===== config.mk =====
export PLATFORM = sky130hd
export DESIGN_NAME = aicsr_regs
export DESIGN_NICKNAME = d
export VERILOG_FILES = /design/src/aicsr_pkg.sv /design/src/aicsr_quality.sv /design/src/aicsr_regs.sv
export VERILOG_INCLUDE_DIRS = /design/src
export SDC_FILE = /design/constraint.sdc
export NUM_CORES = 1
export LEC_CHECK = 0
export BUFFER_PORTS_ARGS = -buffer_cell sky130_fd_sc_hd__buf_2
export CAP_MARGIN = 20
export CELL_PAD_IN_SITES_DETAIL_PLACEMENT = 1
export CELL_PAD_IN_SITES_GLOBAL_PLACEMENT = 1
export CORE_AREA = 2 2 153 125
export CTS_CLUSTER_SIZE = 16
export DETAILED_ROUTE_END_ITERATION = 12
export DIE_AREA = 0 0 155 127
export GPL_TIMING_DRIVEN = 0
export HOLD_SLACK_MARGIN = 0.06
export PLACE_DENSITY = 0.9
export REMOVE_ABC_BUFFERS = 1
export SETUP_SLACK_MARGIN = 0.4
export SYNTH_ARGS = -nofsm -noshare
export SYNTH_HDL_FRONTEND = slang
export SYNTH_HIERARCHICAL = 1
export SYNTH_SLANG_ARGS = --single-unit

===== constraint.sdc =====
create_clock -name mclk -period 2.7 [get_ports mclk]
set_input_delay 0.135 -clock mclk [delete_from_list [all_inputs] [get_ports mclk]]
set_output_delay 0.135 -clock mclk [all_outputs]
set_load 0.02 [all_outputs]

===== src/aicsr_consts.svh =====
/*
  Constants of the analog input configuration and status register bank:
  word addresses, status and configuration bit positions, reset values,
  quality thresholds and timing counts.
  Assumes it is included by its bare name into the design modules.
*/
`ifndef AICSR_CONSTS_SVH
`define AICSR_CONSTS_SVH

// word addresses on the register port
`define AICSR_ADDR_LAST_DATA 4'hB
`define AICSR_ADDR_QUALITY 4'hC
`define AICSR_ADDR_CFG_STAT 4'hD
`define AICSR_ADDR_SECONDARY 4'hE

// configuration (write) bit positions
`define AICSR_CFG_CONFIGURE 0
`define AICSR_CFG_FORCE_ERR 1
`define AICSR_CFG_RATE_50HZ 8
`define AICSR_CFG_SELF_CAL 11

// status (read) bit positions
`define AICSR_ST_CONFIGURED 0
`define AICSR_ST_ERROR 1
`define AICSR_ST_WARMING 4
`define AICSR_ST_CAL_BAD 7
`define AICSR_ST_RATE_50HZ 8
`define AICSR_ST_SYSTEM_CALIBRATION_TRIGGER_FAIL 12
`define AICSR_ST_MEM_ERR 13
`define AICSR_ST_POINT_FAULT 15

// reset values of the configuration fields
`define AICSR_CFG_RESET 1'b0
`define AICSR_WORD_ZERO 16'h0000

// quality thresholds: current in microamps, voltage in 0.01 % of full scale
`define AICSR_CUR_LOW_UA 16'h09C4
`define AICSR_CUR_HIGH_UA 16'h6018
`define AICSR_VOLT_LIMIT 16'h2F44

// timing: clock rate, warm-up time and conversion rates
`define AICSR_CLK_MHZ 100
`define AICSR_WARM_MS 8160
`define AICSR_WARM_CYCLES (`AICSR_WARM_MS * 1000 * `AICSR_CLK_MHZ)
`define AICSR_RATE_60HZ 20
`define AICSR_RATE_50HZ 25
`define AICSR_RATE_CAL 2
`define AICSR_SAMPLE_60_CYCLES ((`AICSR_CLK_MHZ * 1000000) / `AICSR_RATE_60HZ)
`define AICSR_SAMPLE_50_CYCLES ((`AICSR_CLK_MHZ * 1000000) / `AICSR_RATE_50HZ)
`define AICSR_SAMPLE_CAL_CYCLES ((`AICSR_CLK_MHZ * 1000000) / `AICSR_RATE_CAL)
`define AICSR_CAL_SAMPLES 3'h4

`endif


===== src/aicsr_pkg.sv =====
/*
  Types of the analog input configuration and status register bank.
  Assumes the constants header supplies all numeric values.
*/
package aicsr_pkg;
  // one register word
  typedef logic [15:0] aicsr_word_t;
  // word address on the register port
  typedef logic [3:0] aicsr_addr_t;
  // operating mode, gray coded along warm -> run -> cal
  typedef enum logic [1:0] {
    AICSR_WARM = 2'b00,
    AICSR_RUN = 2'b01,
    AICSR_CAL = 2'b11
  } aicsr_mode_e;
endpackage


===== src/aicsr_quality.sv =====
/*
  Per-channel point quality word for eight isolated channels.
  Assumes link fail flags are already synchronised and readings with
  their valid strobes come from converter logic on the same clock.
*/
`timescale 1ns/1ps
`include "aicsr_consts.svh"

module aicsr_quality (
  input wire logic mclk,
  input wire logic rst,
  input wire logic is_current,
  input wire logic [7:0] link_fail,
  input wire logic [7:0] ch_valid,
  input wire logic [127:0] ch_reading,
  output logic [15:0] quality
);
  import aicsr_pkg::*;

  logic [7:0] link_bad_ff; // link failure per channel
  logic [7:0] range_bad_ff; // overrange, blown fuse or open loop per channel

  genvar g;
  generate
    for (g = 0; g < 8; g = g + 1) begin : gen_ch
      aicsr_word_t rd; // this channel's latest reading
      logic out_of_range; // reading breaks the variant's limits
      assign rd = ch_reading[16*g +: 16];
      // current variant: unsigned microamps; voltage: signed hundredths of percent
      always_comb begin
        if (is_current) begin
          out_of_range = (rd < `AICSR_CUR_LOW_UA) || (rd > `AICSR_CUR_HIGH_UA);
        end else begin
          out_of_range = ($signed(rd) > $signed(`AICSR_VOLT_LIMIT)) ||
                         ($signed(rd) < -$signed(`AICSR_VOLT_LIMIT));
        end
      end
      // link bit follows the link state every cycle
      always_ff @(posedge mclk) begin
        if (rst) begin
          link_bad_ff[g] <= 1'b0;
        end else begin
          link_bad_ff[g] <= link_fail[g];
        end
      end
      // range bit only moves when a fresh conversion lands
      always_ff @(posedge mclk) begin
        if (rst) begin
          range_bad_ff[g] <= 1'b0;
        end else if (ch_valid[g]) begin
          range_bad_ff[g] <= out_of_range;
        end
      end
      // even bit link, odd bit range
      assign quality[2*g] = link_bad_ff[g];
      assign quality[2*g+1] = range_bad_ff[g];
    end
  endgenerate
endmodule


===== src/aicsr_regs.sv =====
/*
  Configuration, status and point quality registers of an eight-channel
  isolated analog input module, with warm-up timing, conversion rate
  pacing and self-calibration sequencing.
  Assumes a register master on mclk that keeps strobes one cycle wide and
  never raises read and write together; link fail and variant pins are
  asynchronous, all other inputs come from logic on mclk.
*/
// Our own choice: the strobed register port.
// Summary of operation
// - write 13 loads config, read gives status
// - bit 0 configures; status bit 0 shows it
// - unconfigured reads of 0-11 give attention
// - bit 1 forces error; LED follows bit 1
// - error bit set: reads 0-11 give attention
// - warming for 8.16 s, error held meanwhile
// - bit 7 calibration checksum fail, LED, fault
// - bit 8 picks 20 or 25 conversions
// - bit 11 starts self-cal at two per second
// - bit 13 memory error, LED and fault
// - bit 15 ORs quality and bits 1,7,12,13
// - unused status bits read zero
// - address 14 reads zero
// - address 12 holds two quality bits per channel
// - link failure sets channel link bit
// - current outside 2.5-24.6 mA sets range bit
// - voltage beyond 121 percent sets range bit
// - quality word only shows pure channel faults
`timescale 1ns/1ps
`include "aicsr_consts.svh"

module aicsr_regs #(
  parameter int unsigned WARM_CYCLES = `AICSR_WARM_CYCLES,
  parameter int unsigned SAMPLE_60_CYCLES = `AICSR_SAMPLE_60_CYCLES,
  parameter int unsigned SAMPLE_50_CYCLES = `AICSR_SAMPLE_50_CYCLES,
  parameter int unsigned SAMPLE_CAL_CYCLES = `AICSR_SAMPLE_CAL_CYCLES
) (
  input wire logic mclk,
  input wire logic rst,
  input wire aicsr_pkg::aicsr_addr_t addr,
  input wire aicsr_pkg::aicsr_word_t wdata,
  input wire logic wr_stb,
  input wire logic rd_stb,
  output aicsr_pkg::aicsr_word_t rdata,
  output logic attention,
  output logic error_led,
  output logic rate_50hz,
  output logic self_cal_active,
  output logic sample_tick,
  input wire logic variant_current_pin,
  input wire logic [7:0] link_fail_pin,
  input wire logic [7:0] ch_valid,
  input wire logic [127:0] ch_reading,
  input wire logic cal_checksum_bad,
  input wire logic mem_error
);
  import aicsr_pkg::*;

  // register port state
  aicsr_word_t rdata_ff; // read data, valid the cycle after rd_stb
  logic attention_ff; // attention answer for a data word read
  // configuration fields
  logic configured_ff; // module configured by controller
  logic force_err_ff; // controller forced the error state
  logic rate_50hz_ff; // 1 selects 25 conversions per second
  // mode and timing
  aicsr_mode_e mode_ff; // warm, run or self-cal
  aicsr_mode_e nxt_mode;
  logic [29:0] warm_cnt_ff; // cycles spent warming
  logic [25:0] smp_cnt_ff; // cycles into the current sample period
  logic [25:0] smp_last; // last count of the current period
  logic smp_wrap; // end of sample period
  logic sample_tick_ff; // one cycle per sample
  logic [2:0] cal_cnt_ff; // samples taken in self-cal
  logic error_led_ff; // internal error indicator
  logic self_cal_ff; // self-cal indicator
  // three-stage synchronisers for pins
  logic [7:0] link_s1_ff;
  logic [7:0] link_s2_ff;
  logic [7:0] link_s3_ff;
  logic [7:0] link_ok_ff; // accepted link fail state
  logic var_s1_ff;
  logic var_s2_ff;
  logic var_s3_ff;
  logic variant_ff; // accepted current-variant strap
  // decoded status
  logic [15:0] quality; // per-channel quality bits
  logic warming;
  logic err_bit;
  logic point_fault;
  logic quality_visible;
  aicsr_word_t status_word;
  aicsr_word_t nxt_rdata;
  logic cfg_wr; // write to the configuration word
  logic data_rd; // read of a channel data word

  // strobe decode
  assign cfg_wr = wr_stb && (addr == `AICSR_ADDR_CFG_STAT);
  assign data_rd = rd_stb && (addr <= `AICSR_ADDR_LAST_DATA);

  // pins pass three flops; a change is taken once stages two and three agree
  always_ff @(posedge mclk) begin
    if (rst) begin
      link_s1_ff <= 8'h00;
      link_s2_ff <= 8'h00;
      link_s3_ff <= 8'h00;
      var_s1_ff <= 1'b0;
      var_s2_ff <= 1'b0;
      var_s3_ff <= 1'b0;
    end else begin
      link_s1_ff <= link_fail_pin;
      link_s2_ff <= link_s1_ff;
      link_s3_ff <= link_s2_ff;
      var_s1_ff <= variant_current_pin;
      var_s2_ff <= var_s1_ff;
      var_s3_ff <= var_s2_ff;
    end
  end

  // accepted values: per bit, only where the last two stages agree
  always_ff @(posedge mclk) begin
    if (rst) begin
      link_ok_ff <= 8'h00;
      variant_ff <= 1'b0;
    end else begin
      link_ok_ff <= (link_s2_ff & link_s3_ff) | (link_ok_ff & (link_s2_ff | link_s3_ff));
      if (var_s2_ff == var_s3_ff) begin
        variant_ff <= var_s3_ff;
      end
    end
  end

  // per-channel quality word
  aicsr_quality u_quality (
    .mclk(mclk),
    .rst(rst),
    .is_current(variant_ff),
    .link_fail(link_ok_ff),
    .ch_valid(ch_valid),
    .ch_reading(ch_reading),
    .quality(quality)
  );

  // configuration word; the diagnostic bits are not stored, a
  // controller is expected to write them as zero
  always_ff @(posedge mclk) begin
    if (rst) begin
      configured_ff <= `AICSR_CFG_RESET;
      force_err_ff <= `AICSR_CFG_RESET;
      rate_50hz_ff <= `AICSR_CFG_RESET;
    end else if (cfg_wr) begin
      configured_ff <= wdata[`AICSR_CFG_CONFIGURE];
      force_err_ff <= wdata[`AICSR_CFG_FORCE_ERR];
      rate_50hz_ff <= wdata[`AICSR_CFG_RATE_50HZ];
    end
  end

  // error and fault decode
  assign warming = (mode_ff == AICSR_WARM);
  // warm-up, checksum and memory faults all count as internal errors
  assign err_bit = force_err_ff | warming | cal_checksum_bad | mem_error;
  // status bit 12 (system cal failed) is always 0 outside factory test
  assign point_fault = (|quality) | err_bit | cal_checksum_bad | mem_error;
  // quality data is only shown when no module-level error explains the fault
  assign quality_visible = !err_bit && !cal_checksum_bad && !mem_error;

  // status word assembly; unused positions stay zero
  always_comb begin
    status_word = `AICSR_WORD_ZERO;
    status_word[`AICSR_ST_CONFIGURED] = configured_ff;
    status_word[`AICSR_ST_ERROR] = err_bit;
    status_word[`AICSR_ST_WARMING] = warming;
    status_word[`AICSR_ST_CAL_BAD] = cal_checksum_bad;
    status_word[`AICSR_ST_RATE_50HZ] = rate_50hz_ff;
    status_word[`AICSR_ST_MEM_ERR] = mem_error;
    status_word[`AICSR_ST_POINT_FAULT] = point_fault;
  end

  // read mux; data words 0-11 live in the converter path, here they read 0
  always_comb begin
    unique case (addr)
      `AICSR_ADDR_CFG_STAT: begin
        nxt_rdata = status_word;
      end
      `AICSR_ADDR_QUALITY: begin
        nxt_rdata = quality_visible ? quality : `AICSR_WORD_ZERO;
      end
      `AICSR_ADDR_SECONDARY: begin
        nxt_rdata = `AICSR_WORD_ZERO;
      end
      default: begin
        nxt_rdata = `AICSR_WORD_ZERO;
      end
    endcase
  end

  // read data register, valid only in the cycle after the strobe
  always_ff @(posedge mclk) begin
    if (rst) begin
      rdata_ff <= `AICSR_WORD_ZERO;
    end else if (rd_stb) begin
      rdata_ff <= nxt_rdata;
    end else begin
      rdata_ff <= `AICSR_WORD_ZERO;
    end
  end

  // attention answer for data reads while unconfigured or in error
  always_ff @(posedge mclk) begin
    if (rst) begin
      attention_ff <= 1'b0;
    end else begin
      attention_ff <= data_rd && (!configured_ff || err_bit);
    end
  end

  // mode sequencing: warm-up after reset, then run, self-cal on request
  always_comb begin
    nxt_mode = mode_ff;
    unique case (mode_ff)
      AICSR_WARM: begin
        if (warm_cnt_ff == 30'(WARM_CYCLES - 1)) begin
          nxt_mode = AICSR_RUN;
        end
      end
      AICSR_RUN: begin
        // a self-cal request during warm-up is dropped; sensors are not settled
        if (cfg_wr && wdata[`AICSR_CFG_SELF_CAL]) begin
          nxt_mode = AICSR_CAL;
        end
      end
      AICSR_CAL: begin
        if (smp_wrap && (cal_cnt_ff == `AICSR_CAL_SAMPLES - 3'h1)) begin
          nxt_mode = AICSR_RUN;
        end
      end
      default: begin
        nxt_mode = AICSR_WARM;
      end
    endcase
  end

  // mode register
  always_ff @(posedge mclk) begin
    if (rst) begin
      mode_ff <= AICSR_WARM;
    end else begin
      mode_ff <= nxt_mode;
    end
  end

  // warm-up timer, restarted by every reset
  always_ff @(posedge mclk) begin
    if (rst) begin
      warm_cnt_ff <= 30'h00000000;
    end else if (warming) begin
      warm_cnt_ff <= warm_cnt_ff + 30'h00000001;
    end
  end

  // sample period: self-cal overrides the line-frequency rate
  always_comb begin
    if (mode_ff == AICSR_CAL) begin
      smp_last = 26'(SAMPLE_CAL_CYCLES - 1);
    end else if (rate_50hz_ff) begin
      smp_last = 26'(SAMPLE_50_CYCLES - 1);
    end else begin
      smp_last = 26'(SAMPLE_60_CYCLES - 1);
    end
  end
  // >= so a shorter period chosen mid-count ends at once rather than wrapping
  assign smp_wrap = (smp_cnt_ff >= smp_last);

  // sample pacing counter; restarts on entry to self-cal
  always_ff @(posedge mclk) begin
    if (rst) begin
      smp_cnt_ff <= 26'h0000000;
      sample_tick_ff <= 1'b0;
    end else if (smp_wrap || (nxt_mode == AICSR_CAL && mode_ff != AICSR_CAL)) begin
      smp_cnt_ff <= 26'h0000000;
      sample_tick_ff <= smp_wrap;
    end else begin
      smp_cnt_ff <= smp_cnt_ff + 26'h0000001;
      sample_tick_ff <= 1'b0;
    end
  end

  // self-cal sample count
  always_ff @(posedge mclk) begin
    if (rst) begin
      cal_cnt_ff <= 3'h0;
    end else if (mode_ff != AICSR_CAL) begin
      cal_cnt_ff <= 3'h0;
    end else if (smp_wrap) begin
      cal_cnt_ff <= cal_cnt_ff + 3'h1;
    end
  end

  // indicators, registered so outputs leave from flops
  always_ff @(posedge mclk) begin
    if (rst) begin
      error_led_ff <= 1'b1;
      self_cal_ff <= 1'b0;
    end else begin
      error_led_ff <= err_bit;
      self_cal_ff <= (mode_ff == AICSR_CAL);
    end
  end

  // outputs
  assign rdata = rdata_ff;
  assign attention = attention_ff;
  assign error_led = error_led_ff;
  assign rate_50hz = rate_50hz_ff;
  assign self_cal_active = self_cal_ff;
  assign sample_tick = sample_tick_ff;

  logic rd_cfg;
  assign rd_cfg = rd_stb && (addr == `AICSR_ADDR_CFG_STAT);
endmodule


======== After elaboration in Yosys (flattened, before gate mapping) ========
Cells that the tools add are included.
storage, ports and cells
  register bits after elaboration ......... 136
  output and inout bits ................... 21
  word-level logic and storage cells ...... 146
operators by class
  $add $sub $neg .......................... 3
  order comparisons ....................... 34
  equality and inequality tests ........... 9
  muxes and demuxes ....................... 16
  bitwise logic cells ..................... 12
  reduce and logical (&&, ||, !) cells .... 36
operators by type and width
  operator                 count
  $gt A16 B15 Y1 const B   16
  $lt A16 B12 Y1 const B   8
  $lt A16 B15 Y1 const B   8
  $pmux W16 S2             1
  $add A30 B1 Y30 const B  1
  $eq A30 B30 Y1 const B   1
  $add A26 B1 Y26 const B  1
  $ge A26 B26 Y1           1
  $mux W26                 1
  $mux W23                 1
  $logic_or A1 B1 Y1       18
  $and A8 B8 Y8            2
  $mux W16                 1
  $or A8 B8 Y8             2
  $reduce_or A16 Y1        1
  $eq A4 B4 Y1 const B     2
  $logic_and A1 B1 Y1      8
  $mux W1                  8
  $reduce_or A2 Y1         4
  $mux W2                  3
  $or A1 B1 Y1             6
  $pmux W2 S3              1
  $eq A2 B2 Y1 const B     2
  $le A4 B4 Y1 const B     1
  8 further kinds          12

======== Depth between registers and ports, before layout ========
Gate-level depths: netlist of run 1.
  depth in word-level cells ............... 11
  gate-level depth with buffers ........... 11

======== Modules after synthesis ========
The synthesis of run 1 kept the hierarchy.
by module, submodules not included
  module         instances  cells an instance  area each (sq um)  seq. area each (sq um)
  aicsr_regs     1          551                5042.3             2402.3
  aicsr_quality  1          259                1899.3             320.3

======== Worst setup path before layout of run 1 ========
Ideal clock, no wire load.
  path type ............................... register to register
  start point ............................. reg mode_ff[0]
  end point ............................... reg smp_cnt_ff[16]
  setup time .............................. 0.117 ns
  arrival ................................. 2.306 ns
  data required time ...................... 2.583 ns
  path slack .............................. 0.277 ns
  cell stages (with the launch flop) ...... 12
  path buffers ............................ 1
  clock period less this slack ............ 2.423 ns
  cells stage by stage .................... dfxtp_1 and2_1 inv_1 nand2_1 inv_1 ha_1 nand4b_1 a211oi_1 o221ai_1 o2111ai_1 buf_2 nor2_1
between the ends
  longest elaborated chain between the ends .. 10
RTL lines
  item                                   RTL line                              RTL
  start: declaration                     aicsr_regs.sv:67                      aicsr_mode_e mode_ff;
  start signal: assignment               aicsr_regs.sv:248                     mode_ff <= nxt_mode;
  $eq A2 B2 Y1                           aicsr_regs.sv:220, aicsr_regs.sv:263
  $mux W26                               aicsr_regs.sv:263                     if (mode_ff == AICSR_CAL) begin
  $ge A26 B26 Y1                         aicsr_regs.sv:272                     assign smp_wrap = (smp_cnt_ff >= smp_last);
  $logic_and A1 B1 Y1                    aicsr_regs.sv:233                     if (smp_wrap && (cal_cnt_ff == `AICSR_CAL_SAMPLES - 3'h1)) begin
  $mux W2                                aicsr_regs.sv:233
  $pmux W2 S3                            aicsr_regs.sv:220                     unique case (mode_ff)
  $eq A2 B2 Y1                           aicsr_regs.sv:279                     end else if (smp_wrap || (nxt_mode == AICSR_CAL && mode_ff != AICSR_CAL)) begin
  $logic_and A1 B1 Y1                    aicsr_regs.sv:279
  $logic_or A1 B1 Y1 (*)                 aicsr_regs.sv:279
  $reduce_or A2 Y1 (no source line) (*)  n/a
  end signal: assignment                 aicsr_regs.sv:283                     smp_cnt_ff <= smp_cnt_ff + 26'h0000001;
  end: declaration                       aicsr_regs.sv:70                      logic [25:0] smp_cnt_ff;
Every way passes the cells marked *; elsewhere a longest branch is shown, timed or not.
A chain may end at the register's enable or synchronous reset.

======== Worst setup path after layout of run 1 ========
  start point ............................. reg mode_ff[0]
  end point ............................... reg smp_cnt_ff[25]
Same word-level chain as after synthesis.

==> out/summary.md, run 1 <==
The flow ran to the end, but the final reports show violations. The final reports fail on negative setup slack. The met2 wire length is 13500 microns, and the shortest clock period the worst path allows after layout is 2.70 ns.

The first detailed-routing pass ran for 5 iterations. The filler cells instantiated in the layout total 2117. Startpoint-to-endpoint class of the critical path: reg -> reg.

The met3 wire length is 1580 microns. Highest metal layer used by the detailed router: met4. CTS saw 136 sinks. The area used by multi-input combinational logic came out at 4440 sq um. Final hold violation count: 0. The total routing resource utilization after global routing is 0.263, and the async set-reset flop share out of synthesis is 0. For the effective utilization at floorplan, the log shows 0.386.

By area the synthesized netlist is led by dfxtp_1, nor4_1, xnor2_1, nor2_1, nor2b_1. Counting flops with a built-in enable in the synthesized netlist gives 0. Synthesis instantiated 69 different standard cells from the library.

For the pin with the worst max-slew slack, the measured transition is 1.04 ns. The kind of start point of the critical path is a flip-flop. The net count of the finished layout is 1229, and the die extent in x is 155 microns. The clock slew at the register clock pins of the worst setup and hold paths came out at 0.06 ns. The number of slew-limit violations in the final report is 0. The final setup violation count is 1, and the total number of vias is 7741.

The tools report the non-filler instance count after layout as 1282. For the max-slew headroom at the worst pin, the log shows 0.301. The final weighted congestion of routability-driven global placement is 0.915, and the leakage power is 0.00356 uW.

The count of nets left with antenna violations once routing finished came out at 0. The tools report the required time at the endpoint of the critical path as 3.05 ns. The run gives 6 as the number of warning messages in the yosys log. The sequential fraction of the synthesis area is 0.392.

Setup repair after global routing could not meet its margin everywhere. The antenna cell count was 0; the total placed cells including tap cells was 1198. The tool flagged a number of max-cap violations equal to 0. The post-layout worst setup margin was -0.00174 ns. After floorplanning, the core was divided into 44 placement rows.

The number of global-route vias before repair is 7973, and the top-area cell type share of the netlist area is 0.392. After detailed routing, the number of remaining DRC violations is 0. The first global-routing pass estimated 41700 microns of wire.

Summing all non-filler instances in the final layout gives an area of 9620 sq um. The count of pins on the block boundary came out at 192. The sum of net half-perimeters after detailed placement is 15900 microns. The critical path data arrival time came out at 3.05 ns. Entering global routing, the biggest net connects 93 pins. Ranked by instance count, the synthesized netlist is headed by dfxtp_1, nor2_1, nand2_1, nand3_1, nor4_1. Class of the tightest hold or removal check: in -> reg.

The cell sitting at the root of the clock tree is a clkbuf_16. After detailed routing, the number of vias per cell comes to 6.04. The longest clock path from root to sink contains 2 buffers.

For this run, the leading register cell type out of synthesis is dfxtp_1. Static timing analysis puts the maximum clock frequency at 0.370 GHz. After the first detailed-routing iteration, the DRC count stood at 546. The die height came out at 127 microns. The final worst clock skew was 0.00669 ns. The average size of a mapped cell was 8.57 sq um; the layout overhead on the synthesized area was 38.6%. The H-tree was split into 4 levels. The run gives 810 as the post-synthesis cell count. The maximum vdd ir drop was 361 uV; the final period utilization was 1.00.

The power per standard cell area was 526 nW/um^2. The top fanout value on the critical path is 6. The total overflow left after global routing is 0. Fraction of final layout cells with drive strength greater than 1: 0.296. The worst setup path is captured at a flip-flop. For this block, the routed nets add up to 27600 microns of wire.

TritonCTS built the clock tree. Registers take 2730 sq um. dfxtp_1 is the most common cell in the netlist. For the final routed database, the setup TNS stands at -0.00174 ns. In this run, CTS created clock tree buffers numbering 17.

The worst slack at placement is -0.590 ns. The tools report the synthesized area as 6940 sq um. The die covers 19700 sq um. Latest clock arrival within the worst-skew pair: 0.43 ns.

The total area inside the core boundary comes to 18000 sq um. The logs give 8060 sq um for the placed instance area and 11500 microns for the met1 wire length. Synthesis inferred 136 register bits. The number of port buffers works out to 179. The tools report the initial antenna violation count as 0. The average wire per cell in the routed design was 21.6 microns.

The largest total area in the synthesized netlist belongs to dfxtp_1. The final standard cell utilization of the core is 0.535.
[placed cells by master (no fill, tap or decap), types with 5 or more instances in the layout]
cell	Yosys	routed
buf_4	0	19
nor2b_1	43	42
a21oi_1	39	39
o211ai_1	5	5
and4_1	8	8
ha_1	18	7
buf_2	4	178
nor2_4	0	14
nor3_1	25	24
and3_1	9	7
nand3_1	48	46
xnor2_1	33	33
a31oi_1	14	14
ha_4	0	10
inv_1	18	15
nor4_1	48	48
dlygate4sd3_1	0	27
clkbuf_16	0	17
dfxtp_1	136	134
buf_6	4	7
o21ai_1	7	7
nor2_2	1	6
nand3b_1	6	6
a41oi_1	5	5
xor2_1	16	16
and2_1	12	11
a22oi_1	5	5
nand2_1	62	61
nor2_1	72	53
nand4_1	20	20
o21ai_0	28	28
clkinv_4	0	5
and4b_1	8	8
[layout make-up]
cell class	count	area share
clock buffer	17	0.0442
clock inverter	14	0.0208
inverter	18	0.00819
tap	230	0.0299
multi-input combinational	633	0.462
timing repair buffer	234	0.151
sequential	136	0.284
[flip-flops by register name (all words and copies together), names as in the netlist, 2 cells and up]
register and count:
link_s2_ff 8, link_s1_ff 8, link_ok_ff 8, link_s3_ff 8, warm_cnt_ff 30, u_quality/quality 16, cal_cnt_ff 3, mode_ff 2
rdata 16, smp_cnt_ff 26
[report_power, final]
| part | switching, uW | leakage [uW] | total, uW | internal [uW] |
|---|---|---|---|---|
| combinational | 264 | 0.00216 | 482 | 218 |
| clock | 960 | 0.000296 | 2510 | 1550 |
| sequential | 28.8 | 0.00111 | 2070 | 2040 |
| total | 1250 | 0.00356 | 5060 | 3810 |
[final timing paths]
check                                         startpoint                                end  slack, ns  cells after the start
worst min-delay path                      ch_reading[15]  u_quality/quality[1]$_SDFFE_PP0P_       0.09                      4
worst min register to register  link_s1_ff[4]$_SDFF_PP0_           link_s2_ff[4]$_SDFF_PP0_       0.44                      1
worst max register to register     mode_ff[0]$_SDFF_PP0_          smp_cnt_ff[25]$_SDFF_PP0_     -0.002                     11
worst max-delay path               mode_ff[0]$_SDFF_PP0_          smp_cnt_ff[25]$_SDFF_PP0_     -0.002                     11
[cell families (layout without fill, tap and decap cells)]
| family | after synthesis | in the layout | synth area share |
|---|---|---|---|
| xor+xnor | 49 | 49 | 0.0618 |
| flops | 136 | 136 | 0.392 |
| mux | 3 | 3 | 0.00433 |
| fa+ha+maj | 18 | 18 | 0.0324 |
| simple gates | 402 | 402 | 0.322 |
| compound gates | 161 | 161 | 0.160 |
| buf+inv | 41 | 283 | 0.0272 |
[critical path: stages, from the launching register on]
cell and delay [ns]:
dfxtp_4 0.39, and2_4 0.18, clkinvlp_4 0.23, nand2_4 0.18
ha_1 0.28, a21oi_1 0.20, o21ai_0 0.19, o2111ai_4 0.28
o2111ai_4 0.20, buf_4 0.21, buf_6 0.12, nor2_1 0.15
[what timing repair did]
action / CTS / global route
endpoints found under the setup margin: 49 / 45
resized for setup: 41 / 50
hold endpoints to repair: 23 / 0
buffers inserted: 17 / 8
hold buffers: 27 / 0
pin swaps: 12 / 19
cloned: 1 / 0
[per-stage QoR]
stage	power, uW	hold WS, ns
6_report	5060	0.0852
3_5_place_dp	2510	0.353
5_1_grt	5210	0.108
3_3_place_gp	2480	0.346
4_1_cts	5010	0.0738
2_1_floorplan	2240	0.204
[per-layer routing]
metal  GRT usage  up-vias
met1       0.313     3805
met2       0.456      330
met3      0.0580       96
met5           0        -
li1            -     3510
met4       0.121        0
Note: power is estimated with default switching activity, not from simulation.
==> run 2, diff against run 1 <==
==> constraint.sdc (replaced) <==
create_clock -name mclk -period 3 [get_ports mclk]
set_input_delay 0.15 -clock mclk [delete_from_list [all_inputs] [get_ports mclk]]
set_output_delay 0.15 -clock mclk [all_outputs]
set_load 0.02 [all_outputs]
==> out/summary.md, run 2 (synthesis results as in run 1) <==
The tools report the launch point of the worst path as mode_ff[0]$_SDFF_PP0_. The maximum vdd ir drop was 325 uV (-10%); the average wire per cell in the routed design was 19.6 microns (-9.0%). The top fanout value on the critical path was 6 (unchanged); the total area of sequential cells was 2730 sq um (unchanged). The tools report the net count of the finished layout as 1223 (-0.49%). The effective utilization at floorplan was 0.386 (unchanged). The tools report the met1 wire length as 10500 microns (-8.7%).

Peak clock frequency supported by timing: 0.365 GHz (-1.4%). The logs give 2146 (+1.4%) for the number of filler cells placed in the layout and 7602 (-4.7%) for the number of global-route vias before repair. The maximum cell stage delay along the critical path came out at 0.39 ns (about the same). Area used by multi-input combinational logic: 4180 sq um (-5.9%). The run gives 0.0156 ns (+0.00893 ns) as the final worst clock skew. From synthesis to final layout, the design area changed by 33.6%. The logs give 0 (unchanged) for the overflow left after global routing and 3.33 ns (+0.28 ns) for the required time at the endpoint of the critical path. Setup repair after global routing could not meet its margin everywhere.

Overall power: 4510 uW (-11%). The library cell used most frequently in the layout, excluding fill and tap cells, is buf_2. The die extent in x is 155 microns (unchanged). The slack of the worst reg-to-reg path came out at 0.26 ns (+0.26 ns).

The die height was 127 microns (unchanged); the shortest clock period the worst path allows after layout was 2.74 ns (+0.0374 ns). The per-cell via count in the routed design works out to 5.89 (-2.5%). The kind of start point of the critical path was a flip-flop.

The logs give 4 (unchanged) for the total number of H-tree levels and 0.238 (-0.0248) for the total routing resource utilization after global routing. STA classifies the critical path endpoint as a flip-flop. The worst setup path is of the reg -> reg kind.

The clock buffer count from CTS is 17 (unchanged). The endpoint identified for the worst register-to-register timing path is cal_cnt_ff[2]$_SDFFE_PP0N_. The met3 wire length was 1280 microns (-19%). Fraction of final layout cells with drive strength greater than 1: 0.263 (-0.0327).

Wire length after detailed routing: 25000 microns (-9.4%). For the first-pass iteration count of the detailed router, the log shows 4 (-1). The cell repeated most along the worst path is o21a_1.

Initial antenna violation count: 0 (unchanged). The tools report the final weighted congestion of routability-driven global placement as 0.915 (unchanged). The tools report the pin count of the biggest net entering global routing as 93 (unchanged). The cell count of the worst reg-to-reg path was 9 (-2); the remaining antenna violation count was 0 (unchanged). Total number of vias: 7515 (-2.9%). warm_cnt_ff holds more flip-flops than any other register. The root buffer cell chosen for the clock tree is clkbuf_16.

The tools report the max-capacitance violation count as 0 (unchanged). The max-slew headroom at the worst pin was 0.362 (+0.0614). The placeable core area is 18000 sq um (unchanged), and the critical path data arrival time is 3.06 ns (about the same). The largest registers in the layout are warm_cnt_ff: 30 flops, smp_cnt_ff: 26 flops. The sum of net half-perimeters after detailed placement was 15900 microns (unchanged). The leakage power is 0.00352 uW (-1.2%), and the final period utilization is 0.913 (-0.0876). Signal routing reaches up to met4. The tools report the buffer depth of the longest clock path as 2 (unchanged).

The startpoint identified for the worst register-to-register timing path is mode_ff[0]$_SDFF_PP0_. The transition time at the pin with the least slew margin came out at 0.948 ns (-0.0912 ns). The placed instance area is 8060 sq um (unchanged). Walking the worst path, the cells encountered are and2_4 > clkinvlp_4 > buf_4 > ha_1 > o21a_1 > o21a_1 > o221ai_2 > o211a_4 > mux2i_1. The flip-flop count of the largest register, all copies and words added is 30 (unchanged), and the post-layout worst setup margin is 0.261 ns (+0.263 ns). The number of slew-limit violations in the final report is 0 (unchanged), and the final hold violation count is 0 (unchanged). The run gives 0 (unchanged) as the detailed-route DRC error count.

TritonCTS built the clock tree. Worst slack at placement: -0.290 ns (+0.300 ns). Leaving out fill and tap cells, the most frequent cells in the layout are buf_2, dfxtp_1, nor2_1. The final setup violation count was 0 (-1); the starting DRC count in detailed routing was 437 (-20%).

The latest clock arrival within the worst-skew pair came out at 0.44 ns (about the same). The run finished with clean final reports. The run gives 38300 microns (-8.2%) as the first-pass GRT wire length. The total number of placement rows is 44 (unchanged), and the power per standard cell area is 486 nW/um^2 (-7.5%). The class of the tightest hold or removal check was in -> reg. Timing endpoint of the critical path: cal_cnt_ff[2]$_SDFFE_PP0N_. The run gives 192 (unchanged) as the count of pins on the block boundary. The clock slew at the register clock pins of the worst setup and hold paths came out at 0.07 ns (about the same).

The met2 wire length was 12300 microns (-8.8%). Critical path's slowest cell: dfxtp_4. The full die area was 19700 sq um (unchanged); the number of clock sinks was 136 (unchanged). The antenna cell count was 0 (unchanged). The number of port buffers was 179 (unchanged); the final standard cell area without fillers was 9270 sq um (-3.6%).
==> run 2: area by class of cell <==
cell class,instances,area share
clock buffers,17,0.0459
repair buffers,228,0.148
clock inverters,14,0.0216
inverters,18,0.00769
multi-input cells,633,0.451
well taps,230,0.0310
flip-flops and latches,136,0.294
==> run 2: power by group <==
part           switching, uW  internal (uW)  leakage, uW  total [uW]
Clock                    855           1390     0.000296        2250
Combinational            217            184      0.00212         401
Sequential              23.8           1840      0.00111        1860
==> run 2: worst max-delay path, delay by kind of cell (launching register included) <==
family	cells	cell delay [ns]
AOI/OAI and AO/OA	4	0.99
buffers and inverters	2	0.42
DFF	1	0.39
muxes	1	0.35
adders and majority gates	1	0.31
and+or+nand+nor	1	0.18
==> run 2: repair_timing <==
item	in CTS	in global routing
hold endpoints to repair	20	0
cloned	0	1
setup buffers	5	17
setup endpoints to repair	31	34
hold buffers	24	0
gates resized for setup	13	17
pin swaps	3	9
==> run 2: worst min-delay path by stage <==
stage                     start                            endpoint  cells after the start
5_1_grt             ch_valid[0]   u_quality/quality[1]$_SDFFE_PP0P_                      3
2_1_floorplan               rst          configured_ff$_SDFFE_PP0P_                      1
6_report         ch_reading[79]   u_quality/quality[9]$_SDFFE_PP0P_                      3
4_1_cts             ch_valid[7]  u_quality/quality[15]$_SDFFE_PP0P_                      3
3_5_place_dp   link_fail_pin[7]            link_s1_ff[7]$_SDFF_PP0_                      2
3_3_place_gp   link_fail_pin[7]            link_s1_ff[7]$_SDFF_PP0_                      2
==> run 2: stage by stage <==
| stage | setup TNS, ns | cells | hold slack, ns | util |
|---|---|---|---|---|
| 3_5_place_dp | -5.55 | 1198 | 0.368 | 0.447 |
| 2_1_floorplan | -1.72 | 787 | 0.219 | - |
| 5_1_grt | 0 | 1276 | 0.0778 | 0.515 |
| 4_1_cts | 0 | 1258 | 0.0653 | 0.501 |
| 3_3_place_gp | -27.56 | 1196 | 0.361 | 0.445 |
| 6_report | 0 | 1276 | 0.0769 | 0.515 |
==> run 2: layer usage <==
layer / vias up / GRT usage
met1: 3696 / 0.290
li1: 3501 / -
met4: 0 / 0.101
met2: 246 / 0.410
met3: 72 / 0.0519
met5: - / 0
==> run 3, diff against run 2 <==
--- a/config.mk
+++ b/config.mk
@@ -6,15 +6,15 @@
 export SDC_FILE = /design/constraint.sdc
 export NUM_CORES = 1
 export LEC_CHECK = 0
+export ABC_AREA = 1
 export BUFFER_PORTS_ARGS = -buffer_cell sky130_fd_sc_hd__buf_2
 export CAP_MARGIN = 20
 export CELL_PAD_IN_SITES_DETAIL_PLACEMENT = 1
 export CELL_PAD_IN_SITES_GLOBAL_PLACEMENT = 1
-export CORE_AREA = 2 2 153 125
+export CORE_AREA = 2 2 172 140
 export CTS_CLUSTER_SIZE = 16
 export DETAILED_ROUTE_END_ITERATION = 12
-export DIE_AREA = 0 0 155 127
-export GPL_TIMING_DRIVEN = 0
+export DIE_AREA = 0 0 174 142
 export HOLD_SLACK_MARGIN = 0.06
 export PLACE_DENSITY = 0.9
 export REMOVE_ABC_BUFFERS = 1
==> out/summary.md, run 3 <==
The max-slew headroom at the worst pin came out at 0.508 (+0.146). In the final layout, the registers with the most flip-flops are warm_cnt_ff: 30 flops, smp_cnt_ff: 26 flops. Shortest clock period the worst path allows after layout: 2.47 ns (-0.270 ns). The per-cell via count in the routed design was 4.97 (-16%); the detailed-route DRC error count was 0 (unchanged).

STA classifies the critical path startpoint as a flip-flop. The remaining antenna violation count is 0 (unchanged). The die extent in x came out at 174 microns (+12%). The clock root buffer is clkbuf_16. The number of clock sinks was 136 (unchanged). The critical path data arrival time was 2.79 ns (-0.27 ns); the cell count of the worst reg-to-reg path was 15 (+6).

The starting DRC count in detailed routing was 474 (+8.5%). The critical path depth works out to 15 (+6). The tools report the initial antenna violation count as 3 (+3). The share of total power consumed by net switching was 0.269 (+0.0258); the number of port buffers was 179 (unchanged). The net count of the finished layout is 1815 (+48%).

Setup repair after global routing left no endpoint under its margin. The internal portion of total power was 3290 uW (-3.7%). Walking the worst path, the cells encountered are nand2_8 > inv_1 > nor2_2 > inv_1 > ha_1 > nand2_1 > nor2_1 > nand3_1 > nor2_2 > nand3_2 > nand2_1 > a21oi_4 > nand3_4 > buf_4 > a21oi_1.

Final period utilization: 0.823 (-0.0901). Overflow left after global routing: 0 (unchanged). The clock slew at the register clock pins of the worst setup and hold paths came out at 0.06 ns (about the same).

The fraction of final layout cells with drive strength greater than 1 works out to 0.164 (-0.0988). The peak clock frequency supported by timing was 0.405 GHz (+11%). Average wire per cell in the routed design: 15.1 microns (-23%). The top fanout value on the critical path is 13 (+7), and the sequential fraction of the synthesis area is 0.323 (-0.0691).

The flip-flop count of the largest register, all copies and words added works out to 30 (unchanged). The library cell used most frequently in the layout, excluding fill and tap cells, is nand2_1. More flip-flops sit in one register than any other, and that register is warm_cnt_ff. Full die area: 24700 sq um (+26%). Final standard cell utilization of the core: 0.462 (-0.0533). The tools report the number of slew-limit violations in the final report as 0 (unchanged). The number of flip-flops and latches in the synthesized netlist was 136 (unchanged); the total negative setup slack was 0 ns (unchanged). The power per standard cell area is 423 nW/um^2 (-13%).

The clock buffer count from CTS is 17 (unchanged), and the post-synthesis cell count is 1407 (+74%). TritonCTS built the clock tree. The effective utilization at floorplan was 0.366 (-0.0196). The tools report the number of global-route vias before repair as 10000 (+32%). The leakage power is 0.00492 uW (+40%).

Die height: 142 microns (+12%). The number of warning messages in the yosys log was 6 (unchanged); the buffer depth of the longest clock path was 2 (unchanged). The final setup violation count was 0 (unchanged).

The count of flip-flops with a built-in enable after synthesis was 0 (unchanged); the wire length after detailed routing was 29500 microns (+18%). Top-area cell type share of the netlist area: 0.323 (-0.0691). The number of buffer and inverter instances along the worst setup path is 3 (+1), and the clock network fraction of total power is 0.471 (-0.027).

For the sequential cell fraction of total power, the log shows 0.415 (+0.002). The final hold violation count was 0 (unchanged); the total routing resource utilization after global routing was 0.238 (-0.000578). The async set-reset flop share out of synthesis was 0 (unchanged); the count of cells along the worst hold path was 4 (+1). The required time at the endpoint of the critical path is 3.32 ns (about the same). Total number of placement rows: 50 (+14%). The final worst clock skew is 0.0147 ns (-0.000960 ns), and the first-pass GRT wire length is 48200 microns (+26%). The critical path is of the reg -> reg type. The average size of a mapped cell works out to 5.99 sq um (-30%). Among all cell types in the netlist, the one instantiated most often is nand2_1.

The total number of vias came out at 9714 (+29%). The maximum cell stage delay along the critical path was 0.39 ns (about the same). The run finished with clean final reports.

The total number of H-tree levels was 4 (unchanged). Kind of cell adding the most delay to the critical path: simple AND/OR/NAND/NOR gates. The library cells used most frequently in the layout, excluding fill and tap cells, are nand2_1, nor2_1, inv_1. The logs give 5 (+1) for the first-pass iteration count of the detailed router and 1210 uW (+10%) for the switching power of the nets.

For the worst slack at placement, the log shows 0.170 ns (+0.460 ns). The worst setup path is captured at a flip-flop. For the sum of net half-perimeters after detailed placement, the log shows 21600 microns (+35%). Layout overhead on the synthesized area: 26.1%. The tools report the latest clock arrival within the worst-skew pair as 0.44 ns (about the same).

The run gives 0.114 (+0.025) as the relative contribution of combinational cells to total power. The run gives 0.879 (-4.0%) as the final weighted congestion of routability-driven global placement. The logs give 67 (-28%) for the pin count of the biggest net entering global routing and 0.531 ns (+0.270 ns) for the post-layout worst setup margin. The tools report the synthesized area as 8430 sq um (+21%). In this run the worst hold path is classified as in -> reg.

The run gives 249 uV (-23%) as the maximum vdd ir drop. The transition time at the pin with the least slew margin works out to 0.732 ns (-0.216 ns). In the synthesized netlist, the cells that appear most often are nand2_1, nor2_1, inv_1, dfxtp_1, a21oi_1. The max-capacitance violation count came out at 0 (unchanged). For the count of pins on the block boundary, the log shows 192 (unchanged). The smallest hold slack came out at 0.0932 ns (+0.0163 ns).

The unique cell type count in the Yosys netlist is 45 (-35%), and the placeable core area is 23000 sq um (+28%). In the post-synthesis netlist, the biggest area contributors are dfxtp_1, nand2_1, nor2_1, inv_1, a21oi_1. For this design, the slowest cell found on the critical path is dfxtp_4. Among all flip-flop cells after synthesis, the most frequent one is dfxtp_1.

The cell type with the largest total area after synthesis is dfxtp_1.
[run 3: cell types whose count changed after synthesis, moves of 14 or more]
cell / delta
inv_1: +211
nand4_1: +14
nor2_2: +17
nor4_1: -37
nand2_1: +294
nor2b_1: -43
nor2_1: +243
a21oi_1: +37
xnor2_1: -28
[run 3: final cells by class]
class / instances / area, sq um
Multi-Input combinational cell: 1024 / 4790
Antenna cell: 3 / 7.51
Clock inverter: 11 / 113
Tap cell: 312 / 390
Inverter: 233 / 875
Sequential cell: 136 / 2730
Fill cell: 3217 / 12400
Timing Repair Buffer: 214 / 1240
Clock buffer: 21 / 480
[run 3: cells by family after synthesis]
family          count (synthesis)  synth area share
compound gates                135            0.0886
xor+xnor                       23            0.0239
fa+ha+maj                      18            0.0267
buf+inv                       248             0.113
flops                         136             0.323
simple gates                  847             0.425
[run 3: tightest hold or removal path, cell delays in order]
cell     delay (ns)
buf_2          0.12
nor3_2         0.11
nand2_1        0.07
nor2_1         0.04
[run 3: power groups by stage]
stage / Combinational [uW] / Sequential (uW) / Clock (uW)
after floorplan: 230 / 1900 / 0
after global placement: 447 / 1900 / 0
after detailed placement: 469 / 1900 / 0
after CTS: 503 / 1870 / 2130
after global routing: 579 / 1870 / 2230
final: 512 / 1860 / 2120
[run 3: what timing repair did]
action | 4_1_cts | 5_1_grt
endpoints found under the setup margin | 26 | 31
pin swaps | 1 | 0
hold buffers | 28 | 0
setup buffers | 1 | 3
gates resized for setup | 2 | 8
gates cloned | 1 | 0
hold endpoints to repair | 28 | 0
[run 3: final timing paths]
kind                          from                         to  slack (ns)
min reg2reg   var_s1_ff$_SDFF_PP0_       var_s2_ff$_SDFF_PP0_        0.40
max reg2reg  mode_ff[0]$_SDFF_PP0_  smp_cnt_ff[25]$_SDFF_PP0_        0.53
max          mode_ff[0]$_SDFF_PP0_  smp_cnt_ff[25]$_SDFF_PP0_        0.53
min                        addr[1]       rdata[10]$_SDFF_PP0_        0.09
[run 3: layer usage]
metal / track usage / routed length, microns / vias to the layer above
li1: - / - / 4818
met1: 0.292 / 13200 / 4592
met2: 0.420 / 14400 / 247
met3: 0.0441 / 1120 / 57
met4: 0.0845 / 832 / 0
met5: 0 / 0 / -
[run 3: through the flow]
stage / instances / total power (uW) / instance area (sq um)
2_1_floorplan: 1392 / 2130 / 8350
3_3_place_gp: 1886 / 2350 / 9660
3_5_place_dp: 1886 / 2370 / 9660
4_1_cts: 1948 / 4500 / 10600
5_1_grt: 1954 / 4680 / 10600
6_report: 1954 / 4490 / 10600
